## config.mk

```make
export PLATFORM = sky130hd
export DESIGN_NAME = bbspp_top
export DESIGN_NICKNAME = d
export VERILOG_FILES = /design/src/logic/bbspp_pkg.sv /design/src/logic/bbspp_top.sv /design/src/logic/bbspp_sync.sv
export SDC_FILE = /design/constraint.sdc
export NUM_CORES = 1
export LEC_CHECK = 0
export ABC_CLOCK_PERIOD_IN_PS = 7000
export BUFFER_PORTS_ARGS = -buffer_cell sky130_fd_sc_hd__clkbuf_2
export CAP_MARGIN = 20
export CORE_MARGIN = 2
export CORE_UTILIZATION = 25
export CTS_CLUSTER_DIAMETER = 40
export DETAILED_ROUTE_END_ITERATION = 8
export GPL_TIMING_DRIVEN = 0
export PLACE_DENSITY = 0.59
export SETUP_SLACK_MARGIN = 0.05
export SLEW_MARGIN = 20
export SYNTH_ARGS = -nofsm -noshare
export SYNTH_HDL_FRONTEND = slang
export SYNTH_SLANG_ARGS = --single-unit
```

## constraint.sdc

```tcl
create_clock -name SYS_CLK -period 7 [get_ports SYS_CLK]
set_input_delay 2.1 -clock SYS_CLK [delete_from_list [all_inputs] [get_ports SYS_CLK]]
set_output_delay 2.1 -clock SYS_CLK [all_outputs]
set_load 0.01 [all_outputs]
```

## src/logic/bbspp_pkg.sv

```systemverilog
// Purpose: Shared constants and types for the bit-banged serial pin-pair port
// Assumes: 32-bit AXI4-Lite register access, three pin pairs
// Notes:   Offsets are byte addresses
package bbspp_pkg;

   // ==========================================================
   // Register map
   localparam logic [15:0] BBSPP_OFS_PAIR2 = 16'h5018;
   localparam logic [15:0] BBSPP_OFS_PAIR3 = 16'h501C;
   localparam logic [15:0] BBSPP_OFS_PAIR4 = 16'h5020;
   localparam int          BBSPP_NPAIR     = 3;
   localparam int          BBSPP_AW        = 16;

   // ==========================================================
   // Field positions
   localparam int BBSPP_B_DIN   = 12;
   localparam int BBSPP_B_DVAL  = 11;
   localparam int BBSPP_B_DVMSK = 10;
   localparam int BBSPP_B_DDIR  = 9;
   localparam int BBSPP_B_DDMSK = 8;
   localparam int BBSPP_B_CIN   = 4;
   localparam int BBSPP_B_CVAL  = 3;
   localparam int BBSPP_B_CVMSK = 2;
   localparam int BBSPP_B_CDIR  = 1;
   localparam int BBSPP_B_CDMSK = 0;

   // ==========================================================
   // Reset values and bus answers
   localparam logic       BBSPP_RST_VAL = 1'b1;
   localparam logic       BBSPP_RST_DIR = 1'b0;
   localparam logic [1:0] BBSPP_RESP_OK = 2'h0;
   localparam logic [1:0] BBSPP_RESP_DE = 2'h3;

   // Stored state of one pin pair
   typedef struct packed {
      logic dval;
      logic ddir;
      logic cval;
      logic cdir;
   } bbspp_pair_t;

   // Pin pair drive towards the pads
   typedef struct packed {
      logic clk_o;
      logic clk_oe;
      logic dat_o;
      logic dat_oe;
   } bbspp_drive_t;

endpackage

```

## src/logic/bbspp_top.sv

```systemverilog
// Purpose: Software-driven clock/data pin pairs for bit-banged two-wire signalling
// Assumes: AXI4-Lite slave, SYS_CLK 10 MHz, pins pulled up externally
// Notes:   Pin inputs pass a two-flop synchroniser before being read back
//
// The AXI4-Lite interface to the registers was left to the implementer.
`timescale 1ns/10ps
module bbspp_top
   import bbspp_pkg::*;
(
   input  wire logic                      SYS_CLK,
   input  wire logic                      SYS_RST,
   input  wire logic [BBSPP_AW-1:0]       S_AXI_AWADDR,
   input  wire logic                      S_AXI_AWVALID,
   output logic                           S_AXI_AWREADY,
   input  wire logic [31:0]               S_AXI_WDATA,
   input  wire logic [3:0]                S_AXI_WSTRB,
   input  wire logic                      S_AXI_WVALID,
   output logic                           S_AXI_WREADY,
   output logic [1:0]                     S_AXI_BRESP,
   output logic                           S_AXI_BVALID,
   input  wire logic                      S_AXI_BREADY,
   input  wire logic [BBSPP_AW-1:0]       S_AXI_ARADDR,
   input  wire logic                      S_AXI_ARVALID,
   output logic                           S_AXI_ARREADY,
   output logic [31:0]                    S_AXI_RDATA,
   output logic [1:0]                     S_AXI_RRESP,
   output logic                           S_AXI_RVALID,
   input  wire logic                      S_AXI_RREADY,
   input  wire logic [BBSPP_NPAIR-1:0]    PIN_CLK_I,
   output logic      [BBSPP_NPAIR-1:0]    PIN_CLK_O,
   output logic      [BBSPP_NPAIR-1:0]    PIN_CLK_OE,
   input  wire logic [BBSPP_NPAIR-1:0]    PIN_DAT_I,
   output logic      [BBSPP_NPAIR-1:0]    PIN_DAT_O,
   output logic      [BBSPP_NPAIR-1:0]    PIN_DAT_OE
);

   // ==========================================================
   // Address decode: index of pair, or -1 when unmapped
   function automatic int pair_index(input logic [BBSPP_AW-1:0] addr);
      int idx;
      idx = -1;
      case ({addr[BBSPP_AW-1:2], 2'h0})
         BBSPP_OFS_PAIR2: idx = 0;
         BBSPP_OFS_PAIR3: idx = 1;
         BBSPP_OFS_PAIR4: idx = 2;
         default:         idx = -1;
      endcase
      return idx;
   endfunction

   // ==========================================================
   // Pin input synchronisers
   logic [BBSPP_NPAIR-1:0] clk_in_sync;
   logic [BBSPP_NPAIR-1:0] dat_in_sync;

   // Clock pin levels into the core domain
   bbspp_sync #(.W(BBSPP_NPAIR)) u_sync_clk (
      .clk  (SYS_CLK),
      .rst  (SYS_RST),
      .din  (PIN_CLK_I),
      .dout (clk_in_sync)
   );

   // Data pin levels into the core domain
   bbspp_sync #(.W(BBSPP_NPAIR)) u_sync_dat (
      .clk  (SYS_CLK),
      .rst  (SYS_RST),
      .din  (PIN_DAT_I),
      .dout (dat_in_sync)
   );

   // ==========================================================
   // Write channel state
   logic                   aw_held_reg;
   logic                   aw_held_next;
   logic [BBSPP_AW-1:0]    awaddr_reg;
   logic [BBSPP_AW-1:0]    awaddr_next;
   logic                   w_held_reg;
   logic                   w_held_next;
   logic [31:0]            wdata_reg;
   logic [31:0]            wdata_next;
   logic [3:0]             wstrb_reg;
   logic [3:0]             wstrb_next;
   logic                   bvalid_reg;
   logic                   bvalid_next;
   logic [1:0]             bresp_reg;
   logic [1:0]             bresp_next;
   logic                   awready_reg;
   logic                   awready_next;
   logic                   wready_reg;
   logic                   wready_next;
   bbspp_pair_t            pair_reg  [BBSPP_NPAIR];
   bbspp_pair_t            pair_next [BBSPP_NPAIR];
   logic                   do_write;
   int                     widx;

   // Accept address and data in any order, commit once both are held
   always_comb begin
      aw_held_next = aw_held_reg;
      awaddr_next  = awaddr_reg;
      w_held_next  = w_held_reg;
      wdata_next   = wdata_reg;
      wstrb_next   = wstrb_reg;
      bvalid_next  = bvalid_reg;
      bresp_next   = bresp_reg;
      for (int i = 0; i < BBSPP_NPAIR; i++) begin
         pair_next[i] = pair_reg[i];
      end
      if (S_AXI_AWVALID && !aw_held_reg && !bvalid_reg) begin
         aw_held_next = 1'b1;
         awaddr_next  = S_AXI_AWADDR;
      end
      if (S_AXI_WVALID && !w_held_reg && !bvalid_reg) begin
         w_held_next = 1'b1;
         wdata_next  = S_AXI_WDATA;
         wstrb_next  = S_AXI_WSTRB;
      end
      do_write = aw_held_reg && w_held_reg && !bvalid_reg;
      widx     = pair_index(awaddr_reg);
      if (do_write) begin
         aw_held_next = 1'b0;
         w_held_next  = 1'b0;
         bvalid_next  = 1'b1;
         bresp_next   = (widx < 0) ? BBSPP_RESP_DE : BBSPP_RESP_OK;
         // All fields live in bytes 0 and 1; reserved bits are ignored
         if (widx >= 0) begin
            if (wstrb_reg[1] && wdata_reg[BBSPP_B_DVMSK]) begin
               pair_next[widx].dval = wdata_reg[BBSPP_B_DVAL];
            end
            if (wstrb_reg[1] && wdata_reg[BBSPP_B_DDMSK]) begin
               pair_next[widx].ddir = wdata_reg[BBSPP_B_DDIR];
            end
            if (wstrb_reg[0] && wdata_reg[BBSPP_B_CVMSK]) begin
               pair_next[widx].cval = wdata_reg[BBSPP_B_CVAL];
            end
            if (wstrb_reg[0] && wdata_reg[BBSPP_B_CDMSK]) begin
               pair_next[widx].cdir = wdata_reg[BBSPP_B_CDIR];
            end
         end
      end
      if (bvalid_reg && S_AXI_BREADY) begin
         bvalid_next = 1'b0;
      end
      // Readies follow the held flags one edge ahead, so the bus sees flops
      awready_next = !aw_held_next && !bvalid_next;
      wready_next  = !w_held_next && !bvalid_next;
   end

   // Register write channel and pair state
   always_ff @(posedge SYS_CLK or posedge SYS_RST) begin
      if (SYS_RST) begin
         aw_held_reg <= 1'b0;
         awaddr_reg  <= '0;
         w_held_reg  <= 1'b0;
         wdata_reg   <= '0;
         wstrb_reg   <= '0;
         bvalid_reg  <= 1'b0;
         bresp_reg   <= BBSPP_RESP_OK;
         awready_reg <= 1'b1;
         wready_reg  <= 1'b1;
         for (int i = 0; i < BBSPP_NPAIR; i++) begin
            pair_reg[i] <= '{dval: BBSPP_RST_VAL, ddir: BBSPP_RST_DIR,
                             cval: BBSPP_RST_VAL, cdir: BBSPP_RST_DIR};
         end
      end else begin
         aw_held_reg <= aw_held_next;
         awaddr_reg  <= awaddr_next;
         w_held_reg  <= w_held_next;
         wdata_reg   <= wdata_next;
         wstrb_reg   <= wstrb_next;
         bvalid_reg  <= bvalid_next;
         bresp_reg   <= bresp_next;
         awready_reg <= awready_next;
         wready_reg  <= wready_next;
         for (int i = 0; i < BBSPP_NPAIR; i++) begin
            pair_reg[i] <= pair_next[i];
         end
      end
   end

   // ==========================================================
   // Read channel
   logic        rvalid_reg;
   logic        rvalid_next;
   logic [31:0] rdata_reg;
   logic [31:0] rdata_next;
   logic [1:0]  rresp_reg;
   logic [1:0]  rresp_next;
   logic        arready_reg;
   logic        arready_next;
   int          ridx;

   // Answer one read the cycle after the address is taken
   always_comb begin
      rvalid_next = rvalid_reg;
      rdata_next  = rdata_reg;
      rresp_next  = rresp_reg;
      ridx        = pair_index(S_AXI_ARADDR);
      if (S_AXI_ARVALID && !rvalid_reg) begin
         rvalid_next = 1'b1;
         rdata_next  = '0;
         rresp_next  = BBSPP_RESP_DE;
         if (ridx >= 0) begin
            rresp_next               = BBSPP_RESP_OK;
            rdata_next[BBSPP_B_DIN]  = dat_in_sync[ridx];
            rdata_next[BBSPP_B_DVAL] = pair_reg[ridx].dval;
            rdata_next[BBSPP_B_DDIR] = pair_reg[ridx].ddir;
            rdata_next[BBSPP_B_CIN]  = clk_in_sync[ridx];
            rdata_next[BBSPP_B_CVAL] = pair_reg[ridx].cval;
            rdata_next[BBSPP_B_CDIR] = pair_reg[ridx].cdir;
         end
      end else if (rvalid_reg && S_AXI_RREADY) begin
         rvalid_next = 1'b0;
      end
      arready_next = !rvalid_next;
   end

   // Register read channel
   always_ff @(posedge SYS_CLK or posedge SYS_RST) begin
      if (SYS_RST) begin
         rvalid_reg <= 1'b0;
         rdata_reg  <= '0;
         rresp_reg  <= BBSPP_RESP_OK;
         arready_reg <= 1'b1;
      end else begin
         rvalid_reg <= rvalid_next;
         rdata_reg  <= rdata_next;
         rresp_reg  <= rresp_next;
         arready_reg <= arready_next;
      end
   end

   // ==========================================================
   // Pad drive, registered so outputs come from flops
   bbspp_drive_t drv_reg  [BBSPP_NPAIR];
   bbspp_drive_t drv_next [BBSPP_NPAIR];

   // Drive value only while direction selects output
   always_comb begin
      for (int i = 0; i < BBSPP_NPAIR; i++) begin
         drv_next[i].clk_oe = pair_next[i].cdir;
         drv_next[i].clk_o  = pair_next[i].cval & pair_next[i].cdir;
         drv_next[i].dat_oe = pair_next[i].ddir;
         drv_next[i].dat_o  = pair_next[i].dval & pair_next[i].ddir;
      end
   end

   // Register pad drive
   always_ff @(posedge SYS_CLK or posedge SYS_RST) begin
      if (SYS_RST) begin
         for (int i = 0; i < BBSPP_NPAIR; i++) begin
            drv_reg[i] <= '0;
         end
      end else begin
         for (int i = 0; i < BBSPP_NPAIR; i++) begin
            drv_reg[i] <= drv_next[i];
         end
      end
   end

   // ==========================================================
   // Output mapping
   always_comb begin
      for (int i = 0; i < BBSPP_NPAIR; i++) begin
         PIN_CLK_O[i]  = drv_reg[i].clk_o;
         PIN_CLK_OE[i] = drv_reg[i].clk_oe;
         PIN_DAT_O[i]  = drv_reg[i].dat_o;
         PIN_DAT_OE[i] = drv_reg[i].dat_oe;
      end
   end

   assign S_AXI_AWREADY = awready_reg;
   assign S_AXI_WREADY  = wready_reg;
   assign S_AXI_BVALID  = bvalid_reg;
   assign S_AXI_BRESP   = bresp_reg;
   assign S_AXI_ARREADY = arready_reg;
   assign S_AXI_RVALID  = rvalid_reg;
   assign S_AXI_RDATA   = rdata_reg;
   assign S_AXI_RRESP   = rresp_reg;
endmodule // bbspp_top

```

## src/logic/bbspp_sync.sv

```systemverilog
// Purpose: Two-flop synchroniser for pad inputs
// Assumes: Single clock domain SYS_CLK
// Notes:   First stage is read only by the second stage
`timescale 1ns/10ps
module bbspp_sync #(
   parameter int W = 1
) (
   input  wire logic         clk,
   input  wire logic         rst,
   input  wire logic [W-1:0] din,
   output logic      [W-1:0] dout
);

   logic [W-1:0] meta_reg;
   logic [W-1:0] meta_next;
   logic [W-1:0] sync_next;

   // ==========================================================
   // Next values: shift one stage
   always_comb begin
      meta_next = din;
      sync_next = meta_reg;
   end

   // Register both stages
   always_ff @(posedge clk or posedge rst) begin
      if (rst) begin
         meta_reg <= '0;
         dout     <= '0;
      end else begin
         meta_reg <= meta_next;
         dout     <= sync_next;
      end
   end

endmodule // bbspp_sync

```

==> results.txt <==
# DRC = 0
Row count = 40
Leak = 0.00196 uW
Worst-path clk slew = 0.06 ns
RSZ-0062 raised after global routing = false
Crit path DAT = 3.40 ns
Clk buf depth = 2
Cells after Synth = 260
Area of the multi-input gates = 1110 um2
Vias in the first global route = 2124
Asr flop ratio synth = 1.00
R2r setup slk = 5.03 ns
Count of cell types in the netlist = 38
Max-slew violation count = 0
Vias/cell = 4.21
Nets@finish = 454
Max reg flops = 14
Worst-margin pin slew = 0.704 ns
Syn_area_per_cell = 11.7 um2
Tcrit/Tclk final = 0.456
Initial antenna violation count = 0
Startpoint types = input pin
CTS tree = yes
Post-synthesis sequential area ratio = 0.571
Final ANT Viol Nets = 0
Initial core utilization = 0.254
Reg2reg start = awaddr_reg[11]
Die area = 13100 um2
PortBufs = 76
Post-CTS setup repair buffer count = 0
Synth Flop Type = dfrtp_1
Total Negative Setup Slacks = 0 ns
WL/cell = 12.3 um
FF/Latch Area = 1740 um2
Critical path class = in -> reg
Grt total ovfl = 0
Final WL = 6460 um
Worst Hold Class = reg -> reg
Die Wd = 114 um
Share of layout cells above drive strength 1 = 0.450
Reg2Reg Depth = 4
CTS buffer count = 9
Post-synth EDFFs = 0
Max-Cap Viols = 0
# fillers = 1226
DRT iter0 DRCs = 82
H-tree depth = 3
Post-layout minimum cycle time = 3.19 ns
Setup-failing EPs final = 0
# hold bufs at CTS = 0
Placer Congestion = 0.742
Worst-Skew Late Latency = 0.33 ns
Clk sink count = 69
Largest net degree at the start of global routing = 44
Critical Path Sink = awaddr_reg[9]
CP Max Fanout = 10
Area Growth Syn to Fin = 32.5%
HPWL Detailed = 5140 um
Vert. Die Dim = 114 um
CP required = 7.21 ns
First-pass GRT wire length = 10500 um
Root buf cell = clkbuf_16
Max_slew headroom = 0.524
Run status = complete, no violations
Cts repair resizes = 0
Worst hold slack = 0.346 ns
CP startpoint = S_AXI_AWVALID
Clk_skew = 0.00409 ns
Yosys warns = 0
Pwr dens = 316 nW/um2
Antenna cells = 0
TritonRoute pass-1 iters = 4
Reg2reg end = PIN_CLK_O[1]
Cell Area, Synth = 3040 um2
Core Area = 12000 um2
Maximum VDD drop = 0.000158 V
I/O pin count = 134
#FFs+latches synth = 69
Vias = 2212
F_max = 313 MHz
CP endpoint kind = flip-flop
Tot GR Track Use = 0.104
Hold Violations, Final = 0
-- critical path, stage by stage --
cell      delay, ns
clkbuf_2       0.07
nor2b_1        0.18
nor2b_1        0.15
clkbuf_1       0.22
buf_2          0.30
mux2_2         0.37
-- Yosys cell counts (2+ instances only) --
| cell type | number | share of area |
|---|---|---|
| dfrtp_1 | 60 | 0.49 |
| buf_4 | 34 | 0.084 |
| mux2_2 | 24 | 0.089 |
| nand2_1 | 19 | 0.023 |
| nand3_1 | 16 | 0.026 |
| nor2_1 | 12 | 0.015 |
| a21oi_1 | 9 | 0.015 |
| dfstp_2 | 9 | 0.078 |
| o21ai_0 | 9 | 0.015 |
| a22oi_1 | 6 | 0.015 |
| mux2i_1 | 6 | 0.020 |
| nor2b_1 | 6 | 0.012 |
| o31ai_1 | 6 | 0.015 |
| and3_1 | 4 | 0.0082 |
| clkbuf_1 | 4 | 0.0049 |
| inv_1 | 3 | 0.0037 |
| nor4b_1 | 3 | 0.0086 |
| o21ai_1 | 3 | 0.0049 |
| and4_1 | 2 | 0.0058 |
| buf_2 | 2 | 0.0033 |
| nand3b_1 | 2 | 0.0049 |
| nand4_1 | 2 | 0.0041 |
| nor3_1 | 2 | 0.0033 |
| nor4_1 | 2 | 0.0041 |
| or2_2 | 2 | 0.0041 |
-- metal layers --
metal  up-vias  wire length [um]  GRT usage
met1      1026              2890      0.130
met4         0                46     0.0220
li1       1090                 -          -
met2        91              3090      0.173
met3         5               443     0.0402
met5         -                 0          0
-- cell usage in the layout (no fill, tap or decap), drive strengths merged --
master and count:
nor4b 3, mux2i 6, or4 2, o31ai 6, bufinv 1, and3b 1, dfrtp 60, nor4bb 1
nand4 2, conb 26, or2 2, mux2 24, clkbuf 90, nand2 19, clkinvlp 3, o21ai 13
buf 37, a22oi 6, a21oi 9, nor4 3, clkinv 2, or4b 1, nand4b 1, nand2b 1
and4 2, nand3 16, nor2b 6, nor2 12, nand4bb 1, dfstp 9, inv 3, a2111oi 1
and3 4, and4b 1, nand3b 2, nor3 2
-- report_power, final --
part	switching (uW)	total, uW	internal, uW
Clock	165	449	284
Sequential	71.4	568	497
Combinational	114	255	141
Total	351	1270	922
-- area by class of cell --
cell class | count | share of cell area
Timing Repair Buffer | 77 | 0.0993
Sequential cell | 69 | 0.431
Buffer | 40 | 0.0695
Clock inverter | 6 | 0.0155
Tap cell | 147 | 0.0456
Clock buffer | 10 | 0.0593
Multi-Input combinational cell | 173 | 0.276
Inverter | 3 | 0.00342
-- through the flow --
step	util	power, uW	area, um2	cells	setup WS, ns
after floorplan	-	755	3140	285	3.18
after global routing	0.337	1360	4030	525	3.71
after CTS	0.337	1300	4030	525	3.80
final	0.337	1270	4030	525	3.81
after global placement	0.309	824	3700	508	2.33
after detailed placement	0.312	838	3730	509	3.45
-- logic make-up after synthesis --
group / synth area share
simple gates: 0.153
mux: 0.109
flops: 0.571
other cells: 0.00123
buf+inv: 0.0958
compound gates: 0.0699
-- worst min path at each step --
stage                           start                  to  slack, ns  cells after the start
3_5_place_dp   u_sync_dat.meta_reg[0]  u_sync_dat.dout[0]       0.33                      0
2_1_floorplan  u_sync_clk.meta_reg[0]  u_sync_clk.dout[0]       0.33                      0
6_report       u_sync_dat.meta_reg[0]  u_sync_dat.dout[0]       0.35                      0
3_3_place_gp   u_sync_clk.meta_reg[2]  u_sync_clk.dout[2]       0.33                      0
4_1_cts        u_sync_dat.meta_reg[0]  u_sync_dat.dout[0]       0.35                      0
5_1_grt        u_sync_dat.meta_reg[0]  u_sync_dat.dout[0]       0.36                      0
Power figures use the tool's default switching activity.
